<file path="src/inc/dual_buck_defs.svh">
// Offsets, field positions and reset values of the dual buck configuration bank
`ifndef DUAL_BUCK_DEFS_SVH
`define DUAL_BUCK_DEFS_SVH
`define OFS_CHAN_A_MODE 8'h3f
`define OFS_CHAN_A_CONF 8'h40
`define OFS_CHAN_B_VOLT 8'h43
`define OFS_CHAN_B_STBY 8'h44
`define OFS_CHAN_B_SLEEP 8'h45
`define OFS_CHAN_B_MODE 8'h46
`define OFS_CHAN_B_CONF 8'h47
`define MODE_CODE_MSB 3
`define MODE_SLEEP_BIT 5
`define CONF_ILIM_BIT 0
`define CONF_FREQ_LSB 2
`define CONF_PHASE_LSB 4
`define CONF_SPEED_LSB 6
`define VOLT_RANGE_BIT 6
`define MODE_CODE_RST 4'h8
`define SETPOINT_RST 6'h00
`define FIELD2_RST 2'h0
`endif

</file>
<file path="src/inc/dual_buck_pkg.sv">
// Types shared by the dual buck configuration bank
`default_nettype none
package dual_buck_pkg;
  typedef enum logic [1:0] {
    PWR_NORMAL = 2'b00,
    PWR_STANDBY = 2'b01,
    PWR_SLEEP = 2'b10
  } pwr_state_e;

  typedef struct packed {
    logic [3:0] mode_code;
    logic sleep_state;
    logic ilim_low;
    logic [1:0] freq_sel;
    logic [1:0] phase_sel;
    logic [1:0] ramp_speed;
  } chan_cfg_s;

  typedef struct packed {
    logic [7:0] addr;
    logic wr_en;
    logic [7:0] wr_data;
    logic rd_en;
  } reg_req_s;

  typedef struct packed {
    logic [7:0] rd_data;
    logic rd_valid;
  } reg_rsp_s;
endpackage
`default_nettype wire

</file>
<file path="src/core/dual_buck_config_registers.sv">
// Register bank configuring a buck pair as two channels or one single-phase channel
// Functional notes
// - Mode registers hold a 4-bit mode code; single-phase uses channel A's code for both.
// - Mode bit 5 picks Sleep state: 0 output off, 1 pulse-skip mode.
// - Config bit 0 picks current limit: 0 high, 1 low.
// - Config bits 3:2 hold switching frequency code, reset zero.
// - Config bits 5:4 hold phase clock select, reset zero.
// - Config bits 7:6 hold ramp speed code, reset zero.
// - Channel B normal register holds a 6-bit set point used in normal operation.
// - Normal register bit 6 is read-only range, fixed only at configuration load.
// - Channel B standby register holds a 6-bit set point used in Standby.
// - Standby register bit 6 mirrors the loaded range bit, read-only.
// - Channel B sleep register holds a 6-bit set point used in Sleep.
// - Sleep register bit 6 copies the loaded range bit, read-only.
`timescale 1ns/1ps
`default_nettype none
`include "dual_buck_defs.svh"
module dual_buck_config_registers
(
  // Clock and reset
  input wire logic mclk,
  input wire logic reset_n,
  // Register port
  input wire dual_buck_pkg::reg_req_s req,
  output dual_buck_pkg::reg_rsp_s rsp,
  // Configuration load and operating state
  input wire logic cfg_load,
  input wire logic cfg_range_b,
  input wire logic single_phase,
  input wire dual_buck_pkg::pwr_state_e pwr_state,
  // Regulator controls
  output dual_buck_pkg::chan_cfg_s chan_a_cfg,
  output dual_buck_pkg::chan_cfg_s chan_b_cfg,
  output logic [5:0] chan_b_active_setpoint,
  output logic chan_b_range,
  output logic chan_a_output_on,
  output logic chan_b_output_on
);
  import dual_buck_pkg::*;

  typedef struct packed {
    chan_cfg_s a;
    chan_cfg_s b;
    logic [5:0] b_norm;
    logic [5:0] b_stby;
    logic [5:0] b_sleep;
    logic b_range;
    chan_cfg_s b_eff;
    logic [5:0] b_active;
    logic a_on;
    logic b_on;
    reg_rsp_s rsp;
  } state_s;

  state_s state_reg;
  state_s state_next;

  function automatic logic [7:0] mode_byte(input chan_cfg_s c);
    mode_byte = {2'h0, c.sleep_state, 1'b0, c.mode_code};
  endfunction

  function automatic logic [7:0] conf_byte(input chan_cfg_s c);
    conf_byte = {c.ramp_speed, c.phase_sel, c.freq_sel, 1'b0, c.ilim_low};
  endfunction

  function automatic chan_cfg_s write_mode(input chan_cfg_s c, input logic [7:0] d);
    write_mode = c;
    write_mode.mode_code = d[`MODE_CODE_MSB:0];
    write_mode.sleep_state = d[`MODE_SLEEP_BIT];
  endfunction

  function automatic chan_cfg_s write_conf(input chan_cfg_s c, input logic [7:0] d);
    write_conf = c;
    write_conf.ilim_low = d[`CONF_ILIM_BIT];
    write_conf.freq_sel = d[`CONF_FREQ_LSB+:2];
    write_conf.phase_sel = d[`CONF_PHASE_LSB+:2];
    write_conf.ramp_speed = d[`CONF_SPEED_LSB+:2];
  endfunction

  always_comb
  begin
    state_next = state_reg;
    // Range bit only moves on a configuration load, never on a software write
    if (cfg_load)
    begin
      state_next.b_range = cfg_range_b;
    end
    if (req.wr_en)
    begin
      case (req.addr)
        `OFS_CHAN_A_MODE: state_next.a = write_mode(state_reg.a, req.wr_data);
        `OFS_CHAN_A_CONF: state_next.a = write_conf(state_reg.a, req.wr_data);
        `OFS_CHAN_B_VOLT: state_next.b_norm = req.wr_data[5:0];
        `OFS_CHAN_B_STBY: state_next.b_stby = req.wr_data[5:0];
        `OFS_CHAN_B_SLEEP: state_next.b_sleep = req.wr_data[5:0];
        `OFS_CHAN_B_MODE: state_next.b = write_mode(state_reg.b, req.wr_data);
        `OFS_CHAN_B_CONF: state_next.b = write_conf(state_reg.b, req.wr_data);
        default: ;
      endcase
    end
    state_next.rsp.rd_valid = req.rd_en;
    state_next.rsp.rd_data = 8'h00;
    if (req.rd_en)
    begin
      case (req.addr)
        `OFS_CHAN_A_MODE: state_next.rsp.rd_data = mode_byte(state_reg.a);
        `OFS_CHAN_A_CONF: state_next.rsp.rd_data = conf_byte(state_reg.a);
        `OFS_CHAN_B_VOLT: state_next.rsp.rd_data = {1'b0, state_reg.b_range, state_reg.b_norm};
        `OFS_CHAN_B_STBY: state_next.rsp.rd_data = {1'b0, state_reg.b_range, state_reg.b_stby};
        `OFS_CHAN_B_SLEEP: state_next.rsp.rd_data = {1'b0, state_reg.b_range, state_reg.b_sleep};
        `OFS_CHAN_B_MODE: state_next.rsp.rd_data = mode_byte(state_reg.b);
        `OFS_CHAN_B_CONF: state_next.rsp.rd_data = conf_byte(state_reg.b);
        default: state_next.rsp.rd_data = 8'h00;
      endcase
    end
    // Derived controls are taken from the stored values, so they lag a write by one cycle
    state_next.b_eff = state_reg.b;
    if (single_phase)
    begin
      state_next.b_eff.mode_code = state_reg.a.mode_code;
      state_next.b_eff.sleep_state = state_reg.a.sleep_state;
    end
    case (pwr_state)
      PWR_STANDBY: state_next.b_active = state_reg.b_stby;
      PWR_SLEEP: state_next.b_active = state_reg.b_sleep;
      default: state_next.b_active = state_reg.b_norm;
    endcase
    state_next.a_on = (pwr_state != PWR_SLEEP) || state_reg.a.sleep_state;
    state_next.b_on = (pwr_state != PWR_SLEEP) || state_next.b_eff.sleep_state;
  end

  always_ff @(posedge mclk or negedge reset_n)
  begin
    if (!reset_n)
    begin
      state_reg <= '0;
      state_reg.a.mode_code <= `MODE_CODE_RST;
      state_reg.b.mode_code <= `MODE_CODE_RST;
      state_reg.b_eff.mode_code <= `MODE_CODE_RST;
      state_reg.a_on <= 1'b1;
      state_reg.b_on <= 1'b1;
    end
    else
    begin
      state_reg <= state_next;
    end
  end

  assign rsp = state_reg.rsp;
  assign chan_a_cfg = state_reg.a;
  assign chan_b_cfg = state_reg.b_eff;
  assign chan_b_active_setpoint = state_reg.b_active;
  assign chan_b_range = state_reg.b_range;
  assign chan_a_output_on = state_reg.a_on;
  assign chan_b_output_on = state_reg.b_on;

  AST_MODE_WRITE: assert property (@(posedge mclk) disable iff (!reset_n)
    req.wr_en && req.addr == `OFS_CHAN_A_MODE |=> chan_a_cfg.mode_code == $past(req.wr_data[3:0]))
    else $error("mode code not stored");
  AST_SINGLE_PHASE: assert property (@(posedge mclk) disable iff (!reset_n)
    single_phase |=> chan_b_cfg.mode_code == $past(state_reg.a.mode_code))
    else $error("single phase does not follow channel A mode");
  AST_SLEEP_OFF: assert property (@(posedge mclk) disable iff (!reset_n)
    pwr_state == PWR_SLEEP && !state_reg.a.sleep_state |=> !chan_a_output_on)
    else $error("channel A on in sleep while off selected");
  AST_CONF_READ: assert property (@(posedge mclk) disable iff (!reset_n)
    req.wr_en && req.addr == `OFS_CHAN_B_CONF ##1 req.rd_en && !req.wr_en && req.addr == `OFS_CHAN_B_CONF
    |=> rsp.rd_data == ($past(req.wr_data, 2) & 8'hfd))
    else $error("config readback mismatch");
  AST_FREQ_HOLD: assert property (@(posedge mclk) disable iff (!reset_n)
    !(req.wr_en && req.addr == `OFS_CHAN_A_CONF) |=> $stable(chan_a_cfg.freq_sel))
    else $error("frequency changed without a write");
  AST_PHASE_WRITE: assert property (@(posedge mclk) disable iff (!reset_n)
    req.wr_en && req.addr == `OFS_CHAN_A_CONF |=> chan_a_cfg.phase_sel == $past(req.wr_data[5:4]))
    else $error("phase select not stored");
  AST_SPEED_WRITE: assert property (@(posedge mclk) disable iff (!reset_n)
    req.wr_en && req.addr == `OFS_CHAN_A_CONF |=> chan_a_cfg.ramp_speed == $past(req.wr_data[7:6]))
    else $error("ramp speed not stored");
  AST_NORMAL_SETPOINT: assert property (@(posedge mclk) disable iff (!reset_n)
    pwr_state == PWR_NORMAL |=> chan_b_active_setpoint == $past(state_reg.b_norm))
    else $error("normal set point not applied");
  AST_RANGE_FIXED: assert property (@(posedge mclk) disable iff (!reset_n)
    !cfg_load |=> $stable(chan_b_range))
    else $error("range moved without configuration load");
  AST_STBY_RANGE: assert property (@(posedge mclk) disable iff (!reset_n)
    req.rd_en && req.addr == `OFS_CHAN_B_STBY |=> rsp.rd_data[6] == $past(chan_b_range) && !rsp.rd_data[7])
    else $error("standby range bit wrong");
  AST_SLEEP_SETPOINT: assert property (@(posedge mclk) disable iff (!reset_n)
    pwr_state == PWR_SLEEP |=> chan_b_active_setpoint == $past(state_reg.b_sleep))
    else $error("sleep set point not applied");
  AST_UNMAPPED: assert property (@(posedge mclk) disable iff (!reset_n)
    req.rd_en && !(req.addr inside {`OFS_CHAN_A_MODE, `OFS_CHAN_A_CONF, `OFS_CHAN_B_VOLT, `OFS_CHAN_B_STBY,
    `OFS_CHAN_B_SLEEP, `OFS_CHAN_B_MODE, `OFS_CHAN_B_CONF}) |=> rsp.rd_data == 8'h00)
    else $error("unmapped read not zero");
endmodule // dual_buck_config_registers
`default_nettype wire

</file>
<file path="config.mk">
export PLATFORM = sky130hd
export DESIGN_NAME = dual_buck_config_registers
export DESIGN_NICKNAME = d
export VERILOG_FILES = /design/src/inc/dual_buck_pkg.sv /design/src/core/dual_buck_config_registers.sv
export VERILOG_INCLUDE_DIRS = /design/src /design/src/inc
export SDC_FILE = /design/constraint.sdc
export NUM_CORES = 1
export LEC_CHECK = 0
export BUFFER_PORTS_ARGS = -buffer_cell sky130_fd_sc_hd__buf_2
export CAP_MARGIN = 20
export CELL_PAD_IN_SITES_DETAIL_PLACEMENT = 0
export CELL_PAD_IN_SITES_GLOBAL_PLACEMENT = 1
export CORE_UTILIZATION = 47
export CTS_CLUSTER_SIZE = 24
export DETAILED_ROUTE_END_ITERATION = 10
export GPL_ROUTABILITY_DRIVEN = 0
export PLACE_DENSITY = 0.95
export SKIP_LAST_GASP = 1
export SLEW_MARGIN = 20
export SYNTH_ARGS = -nofsm -noshare
export SYNTH_HDL_FRONTEND = slang
export SYNTH_SLANG_ARGS = --single-unit
</file>
<file path="constraint.sdc">
create_clock -name mclk -period 4 [get_ports mclk]
set_input_delay 0.6 -clock mclk [delete_from_list [all_inputs] [get_ports mclk]]
set_output_delay 0.6 -clock mclk [all_outputs]
set_load 0.005 [all_outputs]
</file>
# Word-level counts from Yosys, hierarchy flattened
# Cells that the tools add are included.
# totals
output_inout_bits,42
elab_cells,56
in_bits,25
regBits,72
# classes
n_reduce_logical,9
n_eq_ne,10
mux,6
n_bitwise,4
# ops
cell,n
one-hot mux 8 bit (7 select lines),1
"equality test 8 x 7 -> 1 bit, second input constant",6
one-hot mux 12 bit (2 select lines),2
one-hot mux 6 bit (2 select lines),1
AND reduction 3 bit,4
"equality test 8 x 6 -> 1 bit, second input constant",1
two-way mux 8 bit,1
AND reduction 2 bit,3
two-way mux 5 bit,1
inverter 1 bit,4
"equality test 2 x 1 -> 1 bit, second input constant",1
"equality test 2 bit, second input constant",1
logical OR 1 bit,2
"!= test 2 bit, second input constant",1

# Depth between registers and ports, before layout
# Gate-level depths: netlist (run 1).
# logic_depth
ltp_word,3
ltp_mapped,6
depth_no_buf,4

# Worst setup path after synthesis (run 1)
# OpenSTA, ideal clock, no wires.
# synth_timing
kind,input port to flip-flop
from,in req[13] (netlist bit)
to,reg state_reg[30] (netlist bit)
arrival_ns,1.880
slack_ns,1.996
required_time_ns,3.875
path_buffers,0
stages,4
setup_ns,0.125
path_cell_list,nor4_4 -> nand2_4 -> nor4b_4 -> mux2_2
# synth_between
elab_chain_len,2
# synth_rtl
item,line,text
start: declaration,dual_buck_config_registers.sv:24,"input wire dual_buck_pkg::reg_req_s req,"
equality test 8 x 7 -> 1 bit,dual_buck_config_registers.sv:90,case (req.addr)
AND reduction 2 bit (no line),--,
end signal: assignment,dual_buck_config_registers.sv:145,state_reg <= state_next;
end: declaration,dual_buck_config_registers.sv:55,state_s state_reg;
# Every way passes these cells.
# A chain may end at the register's enable or synchronous reset.

==> flow_metrics.env, run 1 <==
export IMPL_drv_cap=0
export IMPL_antenna_found_initial=0
export IMPL_num_vias=2213
export IMPL_min_delay_path_class="in -> async"
export IMPL_first_iter_violations=148
export IMPL_critPathKind="in -> reg"
export IMPL_post_cts_buffers=0
export IMPL_rsz0062_at_grt="no"
export IMPL_crit_family="simple AND/OR/NAND/NOR gates"
export IMPL_netlist_area_um2=3470
export IMPL_hold_viol_final=0
export IMPL_ys_seq_elements=72
export IMPL_holdBufCountCts=0
export IMPL_path_cells="buf_2 -> nand4_1 -> nor4_1 -> a22oi_1 -> a221oi_1"
export IMPL_cp_slowest_cell="nor4_1"
export IMPL_finClkSkew_ns=0.00665
export IMPL_die_h_um=87.9
export IMPL_status="finished clean"
export IMPL_min_period_ns=2.29
export IMPL_seq_power_share_pct=52.1
export IMPL_htreeDepth=3
export IMPL_power_leakage_nw=1.91
export IMPL_area_growth_pct=9.37
export IMPL_dp_hpwl_mm=5.06
export IMPL_clockBufferDepth=2
export IMPL_arrival_ns=2.52
export IMPL_fin_setup_tns_ns=0
export IMPL_synth_seq_area_share_pct=52.1
export IMPL_vias_per_cell=5.45
export IMPL_grt_max_degree=45
export IMPL_core_um2=6940
export IMPL_synth_nets=303
export IMPL_cp_end_kind="flop"
export IMPL_firstDrtPassIters=4
export IMPL_syn_inst=276
export IMPL_grt_pass1_vias=2247
export IMPL_synth_area_per_cell_um2=12.6
export IMPL_largest_reg_flops=23
export IMPL_io_buffer_count=66
export IMPL_final_max_slew_viol_count=0
export IMPL_n_fill_cell=600
export IMPL_comb_power_share_pct=8.6
export IMPL_clk_root_buffer_cell="clkbuf_8"
export IMPL_crit_path_start_kind="primary input"
export IMPL_p_sw_mw=0.364
export IMPL_peakVddDrop_v=0.000165
export IMPL_internal_power_mw=1.14
export IMPL_rows=30
export IMPL_async_reset_ff_share_pct=100
export IMPL_period_share_pct=57.1
export IMPL_swShare_pct=24.3
export IMPL_start_util_pct=50.0
export IMPL_grt_pass1_wl_mm=11.5
export IMPL_route_detailed_drc=0
export IMPL_synth_edf_count=0
export IMPL_post_drt_wl_per_cell_um=17.6
export IMPL_maxSlewHeadroom_pct=39.1
export IMPL_setup_viol=0
export IMPL_totalWireLength_mm=7.13
export IMPL_drive_above_1_share_pct=48.1
export IMPL_power_density_nw_per_um2=395
export IMPL_max_stage_delay_ns=0.73
export IMPL_clockPowerShare_pct=39.3
export IMPL_yosysWarnings=0
export IMPL_required_ns=4.23
export IMPL_die_w_um=87.9
export IMPL_cts_made_buffers=9
export IMPL_tritoncts="yes"
export IMPL_globalRouteOverflowTotal=0
export IMPL_ys_types=40
export IMPL_synth_ff_type="dfrtp_1"
export IMPL_tightest_slew_ns=0.906
export IMPL_die_area_um2=7730
export IMPL_grt_usage_pct=20.3
export IMPL_clock_latency_ns=0.34
export IMPL_num_antenna_cells=0
export IMPL_cts_resized=0
export IMPL_critPathBufInv=1
export IMPL_nets=332
export IMPL_path_clk_slew_ns=0.07
export IMPL_pin_count=67
export IMPL_timing_hold_ws_ns=0.268
export IMPL_cts_sinks=72
export IMPL_fmax_mhz=438
export IMPL_antenna_left=0
export IMPL_cp_max_fo=27
## power by group through the flow
| stage | Combinational [mW] | Clock [mW] | Sequential (mW) |
|---|---|---|---|
| finish | 0.129 | 0.589 | 0.781 |
| global route | 0.143 | 0.629 | 0.786 |
| CTS | 0.130 | 0.600 | 0.782 |
| detailed placement | 0.130 | 0 | 0.796 |
| global placement | 0.126 | 0 | 0.795 |
| floorplan | 0.0862 | 0 | 0.789 |
## Yosys cell counts, types with 4 or more instances
library cell  number  area share (%)
mux2_2            49              16
o21ai_0           15             2.2
nor3_4             4             1.9
dfrtp_1           67              48
mux2i_1            9             2.6
nand2_1           12             1.3
inv_1              5            0.54
a22oi_1           11             2.4
dfstp_2            5             3.8
and3_1             5            0.90
nor2_1             4            0.43
buf_4             40             8.7
buf_2              4            0.58
a221oi_1           5             1.3
## per-layer routing
metal  track usage (%)  vias to the layer above  part of all wire (%)
met5                 0                        -                     0
met4              9.24                        0                   1.7
met3              4.62                        9                   6.2
met2              32.0                       83                    49
met1              26.6                     1112                    43
li1                  -                     1009                     -
## stage by stage
step	utilization [%]	total power, mW	std cells	setup WS [ns]	area [um^2]
after CTS	54.7	1.51	406	1.80	3800
after global routing	54.7	1.56	406	1.49	3800
after detailed placement	51.7	0.925	390	1.44	3590
after global placement	51.7	0.921	390	1.60	3590
final	54.7	1.50	406	1.71	3800
after floorplan	-	0.875	276	2.00	3470
## kinds of logic after synthesis
| logic type | count (synthesis) | synth area share (%) |
|---|---|---|
| AO/OA/AOI/OAI | 41 | 7.71 |
| XOR/XNOR | 1 | 0.252 |
| adder cells (fa/ha/maj) | 2 | 0.721 |
| buffers and inverters | 54 | 10.3 |
| flip-flops | 72 | 52.1 |
| multiplexers | 58 | 18.5 |
| AND/OR/NAND/NOR | 48 | 10.4 |
## path summary, 6_finish.rpt
path	start	to	slack [ns]	cells after the start
worst max register to register	chan_a_cfg[3]$_DFFE_PN0P_	rsp[6]$_DFF_PN0_	2.48	4
worst min register to register	state_next[17]$_DFFE_PN0P_	chan_b_cfg[0]$_DFF_PN0_	0.41	0
worst max-delay path	req[12]	rsp[6]$_DFF_PN0_	1.71	5
min in group mclk	req[0]	rsp[0]$_DFF_PN0_	0.40	1
max in group asynchronous	reset_n	chan_a_cfg[11]$_DFFE_PN1P_	2.74	2
worst min-delay path	reset_n	chan_b_cfg[10]$_DFF_PN0_	0.27	1
## cells in the final DEF, fill, tap and decap left out, types with 2 or more instances in the layout
| cell type | count |
|---|---|
| nand4_1 | 2 |
| nand3_1 | 2 |
| clkinvlp_4 | 2 |
| mux2_2 | 49 |
| nor2_1 | 4 |
| ha_1 | 2 |
| or2_2 | 2 |
| dfstp_2 | 5 |
| and3_1 | 5 |
| a21oi_1 | 3 |
| o21ai_0 | 15 |
| clkbuf_8 | 11 |
| a22oi_1 | 11 |
| nor3_4 | 4 |
| inv_1 | 5 |
| nand3b_1 | 3 |
| nor4_4 | 2 |
| buf_2 | 66 |
| o22ai_1 | 3 |
| nand2b_1 | 2 |
| mux2i_1 | 9 |
| clkinv_2 | 2 |
| nand2_1 | 12 |
| a221oi_1 | 5 |
| dfrtp_1 | 67 |
## area by class of cell
cell class	count	area [um^2]	share of cell area [%]
tap	96	120	3.16
timing repair buffer	67	338	8.90
multi-input combinational	150	1310	34.4
clock buffer	11	151	3.99
clock inverter	5	55.1	1.45
inverter	5	18.8	0.494
sequential	72	1810	47.6
No activity file was read; power rests on OpenSTA's default activity.
==> run 2, diff against run 1 <==
--- a/config.mk
+++ b/config.mk
@@ -10,11 +10,11 @@
 export CAP_MARGIN = 20
 export CELL_PAD_IN_SITES_DETAIL_PLACEMENT = 0
 export CELL_PAD_IN_SITES_GLOBAL_PLACEMENT = 1
-export CORE_UTILIZATION = 47
+export CORE_UTILIZATION = 40
 export CTS_CLUSTER_SIZE = 24
 export DETAILED_ROUTE_END_ITERATION = 10
 export GPL_ROUTABILITY_DRIVEN = 0
-export PLACE_DENSITY = 0.95
+export PLACE_DENSITY = 0.88
 export SKIP_LAST_GASP = 1
 export SLEW_MARGIN = 20
 export SYNTH_ARGS = -nofsm -noshare
==> constraint.sdc (replaced) <==
create_clock -name mclk -period 2.1 [get_ports mclk]
set_input_delay 0.315 -clock mclk [delete_from_list [all_inputs] [get_ports mclk]]
set_output_delay 0.315 -clock mclk [all_outputs]
set_load 0.005 [all_outputs]
==> run 2 against run 1 <==
Net effect: first-iteration DRC count decreased by 8.8%; sequential cell count unchanged; combinational power increased by 100%; critical path type unchanged; largest power group unchanged.
==> flow_metrics.env, run 2 (synthesis results as in run 1) <==
export IMPL_cts_sinks=72
export IMPL_swShare_pct=24.5
export IMPL_post_drt_wl_per_cell_um=17.8
export IMPL_rsz0062_at_grt="no"
export IMPL_die_area_um2=9050
export IMPL_vias_per_cell=5.36
export IMPL_status="finished clean"
export IMPL_critPathKind="in -> reg"
export IMPL_htreeDepth=3
export IMPL_pin_count=67
export IMPL_power_leakage_nw=1.94
export IMPL_path_cells="buf_2 -> nor4_4 -> nand2_4 -> nor4b_4 -> mux2_2"
export IMPL_cp_slowest_cell="nor4b_4"
export IMPL_grt_pass1_vias=2222
export IMPL_finClkSkew_ns=0.0101
export IMPL_power_density_nw_per_um2=732
export IMPL_multi_input_area_um2=1310
export IMPL_tritoncts="yes"
export IMPL_final_max_slew_viol_count=0
export IMPL_dp_slack_ns=0.0962
export IMPL_grt_max_degree=73
export IMPL_antenna_found_initial=0
export IMPL_design_area_um2=3870
export IMPL_p_sw_mw=0.693
export IMPL_clockPowerShare_pct=38.3
export IMPL_crit_family="simple AND/OR/NAND/NOR gates"
export IMPL_nets=338
export IMPL_dp_hpwl_mm=5.40
export IMPL_rows=33
export IMPL_route_detailed_drc=0
export IMPL_setup_viol=0
export IMPL_first_iter_violations=135
export IMPL_layout_area_seq_um2=1810
export IMPL_post_cts_buffers=0
export IMPL_die_h_um=95.2
export IMPL_final_util_pct=46.6
export IMPL_crit_path_start_kind="primary input"
export IMPL_num_antenna_cells=0
export IMPL_worst_slack_ns=0.468
export IMPL_fin_setup_tns_ns=0
export IMPL_seq_power_share_pct=52.6
export IMPL_layout_commonest_cell="dfrtp_1"
export IMPL_totalWireLength_mm=7.47
export IMPL_period_share_pct=77.7
export IMPL_internal_power_mw=2.14
export IMPL_tightest_slew_ns=0.512
export IMPL_layout_common_cells="dfrtp_1 (67), buf_2 (66), mux2_2 (49), o21ai_0 (15), nand2_1 (12)"
export IMPL_min_delay_path_class="in -> reg"
export IMPL_n_fill_cell=765
export IMPL_path_clk_slew_ns=0.07
export IMPL_clock_latency_ns=0.35
export IMPL_antenna_left=0
export IMPL_hold_viol_final=0
export IMPL_die_w_um=95.2
export IMPL_maxSlewHeadroom_pct=65.5
export IMPL_grt_usage_pct=17.9
export IMPL_core_um2=8300
export IMPL_peakVddDrop_v=0.000261
export IMPL_start_util_pct=41.8
export IMPL_critPathBufInv=1
export IMPL_cts_made_buffers=9
export IMPL_cp_end_kind="flop"
export IMPL_cp_max_fo=6
export IMPL_required_ns=2.34
export IMPL_io_buffer_count=66
export IMPL_clk_root_buffer_cell="clkbuf_8"
export IMPL_min_period_ns=1.63
export IMPL_drive_above_1_share_pct=48.4
export IMPL_comb_power_share_pct=9.1
export IMPL_grt_pass1_wl_mm=11.7
export IMPL_drv_cap=0
export IMPL_largest_reg_flops=23
export IMPL_area_growth_pct=11.5
export IMPL_place_area_um2=3660
export IMPL_fmax_mhz=613
export IMPL_firstDrtPassIters=4
export IMPL_num_vias=2255
export IMPL_max_stage_delay_ns=0.48
export IMPL_arrival_ns=1.87
export IMPL_globalRouteOverflowTotal=0
export IMPL_clockBufferDepth=2
-- run 2: cell types whose count changed in the layout (fill, tap and decap cells not counted), sizes merged --
cell / delta
dlygate4sd3: +1
buf: +5
clkinv: +1
clkinvlp: -1
-- run 2: worst register-to-register path: stages, from the launching register on --
cell      delay, ns
dfrtp_1        0.36
or3b_2         0.44
a21oi_1        0.15
o21ai_0        0.10
a221oi_1       0.27
-- run 2: final cells by class --
class                           count  area share [%]
Sequential cell                    72            46.7
Multi-Input combinational cell    150            33.7
Timing Repair Buffer               73            10.6
Clock buffer                       11            3.65
Tap cell                          105            3.39
Clock inverter                      5            1.45
Inverter                            5           0.485
-- run 2: layer usage --
metal  GRT usage [%]  share of wire [%]
met1            23.5                 44
met2            28.1                 47
met3            4.94                7.4
met4            6.44                1.4
met5               0                  0
-- run 2: metrics by stage --
step	total power [mW]	hold WS, ns	std cells
finish	2.83	0.130	421
global route	2.95	0.122	421
CTS	2.87	0.115	421
detailed placement	1.78	0.366	404
global placement	1.77	0.362	404
floorplan	1.67	0.0194	276
-- run 2: power groups by stage --
stage	registers (mW)	clock network (mW)	logic (mW)
after floorplan	1.50	0	0.164
after global placement	1.51	0	0.255
after detailed placement	1.52	0	0.259
after CTS	1.49	1.12	0.262
after global routing	1.50	1.17	0.285
final	1.49	1.09	0.258
-- run 2: worst paths after layout --
| path | cells past startpoint | startpoint | end | slack, ns |
|---|---|---|---|---|
| min in group asynchronous | 3 | reset_n | chan_b_cfg[1]$_DFF_PN0_ | 0.51 |
| setup reg to reg | 4 | chan_a_cfg[3]$_DFFE_PN0P_ | rsp[6]$_DFF_PN0_ | 0.67 |
| hold / removal | 1 | req[0] | rsp[0]$_DFF_PN0_ | 0.13 |
| max in group asynchronous | 3 | reset_n | chan_a_cfg[11]$_DFFE_PN1P_ | 1.26 |
| hold reg to reg | 0 | state_next[17]$_DFFE_PN0P_ | chan_b_cfg[0]$_DFF_PN0_ | 0.41 |
| setup / recovery | 5 | req[13] | state_reg[31]$_DFFE_PN0P_ | 0.47 |
-- run 2: repair_timing --
item | 4_1_cts | 5_1_grt
hold endpoints to repair | 51 | 0
gates resized for setup | 0 | 0
hold buffers | 1 | 0
endpoints found under the setup margin | 0 | 0
